--- config.mk ---
export PLATFORM = sky130hd
export DESIGN_NAME = dword_sync_machine
export DESIGN_NICKNAME = d
export VERILOG_FILES = /design/src/shared/dword_sync_pkg.sv /design/src/core/dword_sync_machine.sv
export SDC_FILE = /design/constraint.sdc
export NUM_CORES = 1
export LEC_CHECK = 0
export ABC_AREA = 1
export BUFFER_PORTS_ARGS = -buffer_cell sky130_fd_sc_hd__buf_2
export CAP_MARGIN = 20
export CORE_MARGIN = 2
export CORE_UTILIZATION = 55
export CTS_BUF_LIST = sky130_fd_sc_hd__clkbuf_8 sky130_fd_sc_hd__clkbuf_16
export CTS_CLUSTER_DIAMETER = 150
export DETAILED_ROUTE_END_ITERATION = 10
export PLACE_DENSITY = 0.77
export SLEW_MARGIN = 20
export SYNTH_ARGS = -nofsm -noshare
export SYNTH_HDL_FRONTEND = slang
export SYNTH_SLANG_ARGS = --single-unit
export TNS_END_PERCENT = 5
--- constraint.sdc ---
create_clock -name core_clk -period 3.3 [get_ports core_clk]
set_clock_uncertainty 0.2 [all_clocks]
set_input_delay 0.165 -clock core_clk [delete_from_list [all_inputs] [get_ports core_clk]]
set_output_delay 0.165 -clock core_clk [all_outputs]
set_load 0.05 [all_outputs]
--- src/shared/dword_sync_pkg.sv ---
package dword_sync_pkg;

    // ----------------------------------------
    // Character and dword encodings
    // ----------------------------------------
    localparam logic [7:0] K28_5_BYTE = 8'hBC;
    localparam logic [7:0] K28_3_BYTE = 8'h7C;
    localparam int DWORD_BYTES = 4;
    localparam int PRIM_NEEDED = 3;
    localparam int INVALID_LIMIT = 4;
    localparam logic [1:0] PRIM_CNT_W0 = 2'h0;

    // ----------------------------------------
    // Replacement primitives for relayed invalid dwords
    // ----------------------------------------
    localparam logic [31:0] ERROR_PRIM_DEFAULT = 32'h000000BC;
    localparam logic [31:0] SATA_ERROR_PRIM_DEFAULT = 32'h0000007C;

    // ----------------------------------------
    // One received dword, byte 0 is the first transmitted
    // ----------------------------------------
    typedef struct packed {
        logic [7:0] byte3;
        logic [7:0] byte2;
        logic [7:0] byte1;
        logic [7:0] byte0;
        logic [3:0] is_k;
        logic code_err;
    } rx_dword_t;

    typedef enum logic [9:0] {
        ACQ_START = 10'h001,
        ACQ_ONE = 10'h002,
        ACQ_TWO = 10'h004,
        SYNC_ACQ = 10'h008,
        LOSE_ONE = 10'h010,
        LOSE_ONE_V = 10'h020,
        LOSE_TWO = 10'h040,
        LOSE_TWO_V = 10'h080,
        LOSE_THREE = 10'h100,
        LOSE_THREE_V = 10'h200
    } sync_state_t;

endpackage

--- src/core/dword_sync_machine.sv ---
// Operation
// - Invalid dword in sync goes to lose-one
// - Relayed invalid dword replaced by error primitive
// - Valid dword keeps sync state
// - Loss of signal restarts acquisition
// - Lose-one valid goes to lose-one-valid
// - Lose-one invalid goes to lose-two
// - Lose-one-valid valid returns to sync
// - Lose-one-valid invalid goes to lose-two
// - Lose-two valid goes to lose-two-valid
// - Lose-two invalid goes to lose-three
// - Lose-two-valid valid steps to lose-one
// - Lose-two-valid invalid goes to lose-three
// - Lose-three valid goes to lose-three-valid
// - Lose-three invalid restarts acquisition, sync lost
// - Lose-three-valid valid steps to lose-two
// - Lose-three-valid invalid restarts acquisition
// - Primitive is K28.5/K28.3 plus three data
// - Bytes handled by position only
// - Acquisition realigns K28.5 into first byte
// - Sync after three valid primitives enables downstream
// - Data withheld while not synchronized
`timescale 1ns/1ps
module dword_sync_machine
    import dword_sync_pkg::*;
#(
    parameter logic [31:0] ERROR_PRIM = ERROR_PRIM_DEFAULT,
    parameter logic [31:0] SATA_ERROR_PRIM = SATA_ERROR_PRIM_DEFAULT
)
(
    input wire logic core_clk,
    input wire logic reset_n,
    input wire logic [7:0] rx_byte,
    input wire logic rx_byte_is_k,
    input wire logic rx_byte_err,
    input wire logic rx_byte_valid,
    input wire logic loss_of_signal,
    input wire logic sata_mode,
    output logic sync_valid,
    output logic conn_enable,
    output dword_sync_pkg::rx_dword_t out_dword,
    output logic out_valid,
    output logic out_invalid,
    output logic [31:0] relay_dword,
    output logic relay_valid,
    output logic sync_lost
);
    import dword_sync_pkg::*;

    // ----------------------------------------
    // Loss-of-signal synchroniser
    // ----------------------------------------
    logic los_s1_r;
    logic los_s2_r;
    logic los_s3_r;
    logic los_r;

    always_ff @(posedge core_clk or negedge reset_n)
    begin
        if (!reset_n)
        begin
            los_s1_r <= 1'b1;
            los_s2_r <= 1'b1;
            los_s3_r <= 1'b1;
        end
        else
        begin
            // Three-stage capture of the pin
            los_s1_r <= loss_of_signal;
            los_s2_r <= los_s1_r;
            los_s3_r <= los_s2_r;
        end
    end

    // Change accepted once last two stages agree
    always_ff @(posedge core_clk or negedge reset_n)
    begin
        if (!reset_n)
        begin
            los_r <= 1'b1;
        end
        else if (los_s2_r == los_s3_r)
        begin
            los_r <= los_s3_r;
        end
    end

    // ----------------------------------------
    // Byte assembly into dwords
    // ----------------------------------------
    sync_state_t state_r;
    sync_state_t state_nxt;
    logic [1:0] pos_r;
    rx_dword_t asm_r;
    rx_dword_t dw_r;
    logic dw_stb_r;
    logic acquiring;
    logic comma;
    logic realign;
    logic first_pos;
    logic last_pos;

    assign acquiring = (state_r == ACQ_START);
    assign comma = rx_byte_is_k && !rx_byte_err && (rx_byte == K28_5_BYTE);
    assign realign = rx_byte_valid && acquiring && comma;
    assign first_pos = realign || (pos_r == PRIM_CNT_W0);
    assign last_pos = rx_byte_valid && !first_pos && (pos_r == 2'h3);

    // Byte position counter
    always_ff @(posedge core_clk or negedge reset_n)
    begin
        if (!reset_n)
        begin
            pos_r <= PRIM_CNT_W0;
        end
        else if (rx_byte_valid)
        begin
            pos_r <= first_pos ? 2'h1 : pos_r + 2'h1;
        end
    end

    always_ff @(posedge core_clk or negedge reset_n)
    begin
        if (!reset_n)
        begin
            asm_r <= '0;
        end
        else if (rx_byte_valid)
        begin
            if (first_pos)
            begin
                asm_r.byte0 <= rx_byte;
                asm_r.is_k <= {3'h0, rx_byte_is_k};
                asm_r.code_err <= rx_byte_err;
            end
            else
            begin
                unique case (pos_r)
                    2'h1: asm_r.byte1 <= rx_byte;
                    2'h2: asm_r.byte2 <= rx_byte;
                    default: asm_r.byte3 <= rx_byte;
                endcase
                asm_r.is_k[pos_r] <= rx_byte_is_k;
                asm_r.code_err <= asm_r.code_err | rx_byte_err;
            end
        end
    end

    // ----------------------------------------
    // Dword hand-over on the fourth byte
    // ----------------------------------------
    always_ff @(posedge core_clk or negedge reset_n)
    begin
        if (!reset_n)
        begin
            dw_r <= '0;
            dw_stb_r <= 1'b0;
        end
        else
        begin
            dw_stb_r <= last_pos;
            if (last_pos)
            begin
                dw_r <= asm_r;
                dw_r.byte3 <= rx_byte;
                dw_r.is_k[3] <= rx_byte_is_k;
                dw_r.code_err <= asm_r.code_err | rx_byte_err;
            end
        end
    end

    // ----------------------------------------
    // Dword classification
    // ----------------------------------------
    logic dw_ok;
    logic dw_prim;

    assign dw_prim = (dw_r.is_k == 4'h1) &&
        ((dw_r.byte0 == K28_5_BYTE) || (dw_r.byte0 == K28_3_BYTE));
    assign dw_ok = !dw_r.code_err && (dw_prim || dw_r.is_k == 4'h0);

    // ----------------------------------------
    // Synchronisation state machine
    // ----------------------------------------
    always_comb
    begin
        state_nxt = state_r;
        if (los_r)
        begin
            state_nxt = ACQ_START;
        end
        else if (dw_stb_r)
        begin
            unique case (state_r)
                ACQ_START:
                    state_nxt = (dw_ok && dw_prim) ? ACQ_ONE : ACQ_START;
                ACQ_ONE:
                    state_nxt = !dw_ok ? ACQ_START : (dw_prim ? ACQ_TWO : ACQ_ONE);
                ACQ_TWO:
                    state_nxt = !dw_ok ? ACQ_START : (dw_prim ? SYNC_ACQ : ACQ_TWO);
                SYNC_ACQ:
                    state_nxt = dw_ok ? SYNC_ACQ : LOSE_ONE;
                LOSE_ONE:
                    state_nxt = dw_ok ? LOSE_ONE_V : LOSE_TWO;
                LOSE_ONE_V:
                    state_nxt = dw_ok ? SYNC_ACQ : LOSE_TWO;
                LOSE_TWO:
                    state_nxt = dw_ok ? LOSE_TWO_V : LOSE_THREE;
                LOSE_TWO_V:
                    state_nxt = dw_ok ? LOSE_ONE : LOSE_THREE;
                LOSE_THREE:
                    state_nxt = dw_ok ? LOSE_THREE_V : ACQ_START;
                LOSE_THREE_V:
                    state_nxt = dw_ok ? LOSE_TWO : ACQ_START;
                default:
                    state_nxt = ACQ_START;
            endcase
        end
    end

    always_ff @(posedge core_clk or negedge reset_n)
    begin
        if (!reset_n)
        begin
            state_r <= ACQ_START;
        end
        else
        begin
            state_r <= state_nxt;
        end
    end

    // ----------------------------------------
    // Outputs
    // ----------------------------------------
    logic in_sync;
    logic in_sync_nxt;
    logic pass_dw;

    assign in_sync = !(state_r inside {ACQ_START, ACQ_ONE, ACQ_TWO});
    assign in_sync_nxt = !(state_nxt inside {ACQ_START, ACQ_ONE, ACQ_TWO});
    assign pass_dw = dw_stb_r && !los_r && (in_sync || state_nxt == SYNC_ACQ);

    always_ff @(posedge core_clk or negedge reset_n)
    begin
        if (!reset_n)
        begin
            sync_valid <= 1'b0;
        end
        else
        begin
            sync_valid <= in_sync_nxt;
        end
    end

    always_ff @(posedge core_clk or negedge reset_n)
    begin
        if (!reset_n)
        begin
            conn_enable <= 1'b0;
        end
        else
        begin
            conn_enable <= in_sync_nxt;
        end
    end

    always_ff @(posedge core_clk or negedge reset_n)
    begin
        if (!reset_n)
        begin
            sync_lost <= 1'b0;
        end
        else
        begin
            sync_lost <= in_sync && !in_sync_nxt;
        end
    end

    // ----------------------------------------
    // Dword and relay paths
    // ----------------------------------------
    // Downstream dword register
    always_ff @(posedge core_clk or negedge reset_n)
    begin
        if (!reset_n)
        begin
            out_dword <= '0;
            out_valid <= 1'b0;
            out_invalid <= 1'b0;
        end
        else
        begin
            out_dword <= dw_r;
            out_valid <= pass_dw;
            out_invalid <= pass_dw && in_sync && !dw_ok;
        end
    end

    always_ff @(posedge core_clk or negedge reset_n)
    begin
        if (!reset_n)
        begin
            relay_dword <= '0;
            relay_valid <= 1'b0;
        end
        else
        begin
            relay_valid <= pass_dw;
            if (!dw_ok)
            begin
                relay_dword <= sata_mode ? SATA_ERROR_PRIM : ERROR_PRIM;
            end
            else
            begin
                relay_dword <= {dw_r.byte3, dw_r.byte2, dw_r.byte1, dw_r.byte0};
            end
        end
    end

endmodule

==> results.yml <==
global_routing:
  grt_pass1_vias: 4205
  grt_pass1_wl_um: 20100
  track_usage_pct: 22.8
  grt_antenna_before_repair: 0
  grt_max_degree: 95
  grt_overflow: 0
worst_setup_path:
  cp-end-kind: "flop"
  startpoint: "state_r[0]$_DFF_PN1_"
  r2r_start: "state_r[0]$_DFF_PN1_"
  crit_required_ps: 3500
  crit_arrival_ps: 2960
  startpoint_type: "flop"
  crit_fanout: 21
  crit_type: "flop to flop"
run:
  cap_violations: 0
cts:
  cts.sinks: 155
  clock_latency_ps: 520
  htreeDepth: 4
  cts_tree: "yes"
  clockBufferDepth: 2
  clk_pin_slew_ps: 60
  numCtsBuffers: 17
  cts-root-buf: "clkbuf_8"
  cts_resized: 0
floorplanning:
  initial_core_util_pct: 57.0
  dieHeight_um: 108
  rows: 37
  die_x_um: 108
  core_area_mm2: 0.0104
  io_pins: 90
  die-area_mm2: 0.0116
timing:
  max_slew.worst_pin.slew_ps: 888
  setup_viol: 0
  relSlewSlack_pct: 40.4
  drv_slew: 0
  finalSetupTns_ps: 0
  holdWs_ps: 86.8
  fin_crit_ps: 2760
  max_clock_freq_mhz: 362
  rsz0062_at_grt: "no"
  final_hold_viol_count: 0
  period_share_pct: 83.7
synth:
  synth_largest_area_cell: "dfrtp_1"
  synth.cell_area_mm2: 0.00593
  yosys_warnings: 0
  synthCells: 588
  synth_top_area_share_pct: 63.3
  yosysUniqueCellTypes: 34
  seq_area_frac_synth_pct: 65.5
  synth_area_leaders: "dfrtp_1 63%, nand2_1 8.9%, inv_1 4.2%"
  synth_nets: 607
  syn_area_per_cell_um2: 10.1
  ys_ff_latch: 155
cells_and_area:
  nets: 715
  area_growth_pct: 21.3
  final_cells: 845
  mostFrequentLayoutCells: "150 x dfrtp_1, 140 x nand2_1, 88 x buf_2"
  utilization_pct: 69.1
  antenna_cells: 0
  drive_gt1_share_pct: 24.0
  final_common_cell: "dfrtp_1"
placement:
  port_buffers: 89
  dp_hpwl_um: 7980
  place.gp.congestion: 0.848
  place_inst: 796
route:
  viasPerCell: 4.97
  first_iter_violations: 300
  vias: 4197
  routed_wl_um: 12300
  drt_pass1_iterations: 4
  wl_per_cell_um: 14.5
  drc: 0
  postRouteAntennaNets: 0
power:
  p_leak_nw: 3.82
  ir_worst_vdd_mv: 0.541
  power_per_cell_area_mw_per_mm2: 1020
run_status:
  outcome: "finished clean"
worst_hold_path:
  hold_path.class: "input pin to flop"
  min_from: "loss_of_signal"
==> cells by family (layout without fill, tap and decap cells) <==
group / Yosys count / in the layout / synth area share (%)
adders and majority gates: 5 / 5 / 1.01
and+or+nand+nor: 259 / 259 / 19.9
buffers and inverters: 91 / 212 / 6.58
AOI/OAI and AO/OA: 78 / 78 / 7.02
DFF: 155 / 155 / 65.5
==> where the power goes <==
part	switching [W]	internal (W)	total [W]
logic	0.00200	0.000587	0.00259
registers	0.000361	0.00259	0.00295
clock network	0.000736	0.00109	0.00182
total	0.00310	0.00426	0.00737
==> cells in the mapped netlist, drive strengths merged <==
cell and count:
inv 73, nand3b 1, a31o 1, nor2 63, dfrtp 150, nand2 152
a22o 1, o21a 1, nand3 23, dfstp 5, nor3 7, buf 12
a21oi 8, nand4 8, ha 4, o21ai 67, or2 4, maj3 1
nor4 1, clkbuf 6
==> per-layer routing <==
metal | up-vias | global-route usage, % | wire, um
met3 | 22 | 4.96 | 599
met2 | 110 | 38.2 | 6120
met1 | 2011 | 29.3 | 5310
met4 | 0 | 8.42 | 225
li1 | 2054 | - | -
met5 | - | 0 | 0
==> through the flow <==
stage	power, W	area [um^2]	setup slack [ps]
2_1_floorplan	0.00490	5930	1410
3_3_place_gp	0.00546	6470	1000
3_5_place_dp	0.00554	6470	944
4_1_cts	0.00741	7200	562
5_1_grt	0.00776	7200	278
6_report	0.00737	7200	539
==> cell type report <==
type / count / area, um^2
sequential: 155 / 3880
fill: 774 / 3220
multi-input combinational: 342 / 1660
timing repair buffer: 107 / 642
clock buffer: 18 / 428
inverter: 73 / 284
tap: 136 / 170
clock inverter: 14 / 130
==> state kept, by name, indices dropped and copies added (netlist names) <==
name	count
los_s2_r	1
sync_lost	1
dw_r	37
los_s1_r	1
out_dword	37
pos_r	2
los_s3_r	1
out_invalid	1
los_r	1
state_r	10
conn_enable	1
asm_r	28
relay_valid	1
dw_stb_r	1
relay_dword	32
==> worst max-delay path: stages (launching register included) <==
cell and delay (ps):
dfstp_2 560, nand2_1 60, nor2_1 200, nand2_2 80, nor2_2 130, a31o_4 210, nand2_1 350, a22o_1 310
dlygate4sd3_1 550
==> final timing paths <==
check / end / slack, ps / cells after the start
worst max register to register: asm_r[0]$_DFFE_PN0P_ / 540 / 8
worst min register to register: los_s2_r$_DFF_PN1_ / 160 / 0
worst min-delay path: los_s1_r$_DFF_PN1_ / 90 / 2
max in group asynchronous: relay_dword[12]$_DFF_PN0_ / 1270 / 4
min in group asynchronous: out_dword[18]$_DFF_PN0_ / 500 / 3
worst max-delay path: asm_r[0]$_DFFE_PN0P_ / 540 / 8
==> timing repair <==
action / in CTS / in global routing
hold buffers: 17 / 0
endpoints found under the setup margin: 0 / 0
setup buffers: 0 / 0
endpoints found under the hold margin: 193 / 0
Note: power is estimated with default switching activity, not from simulation.
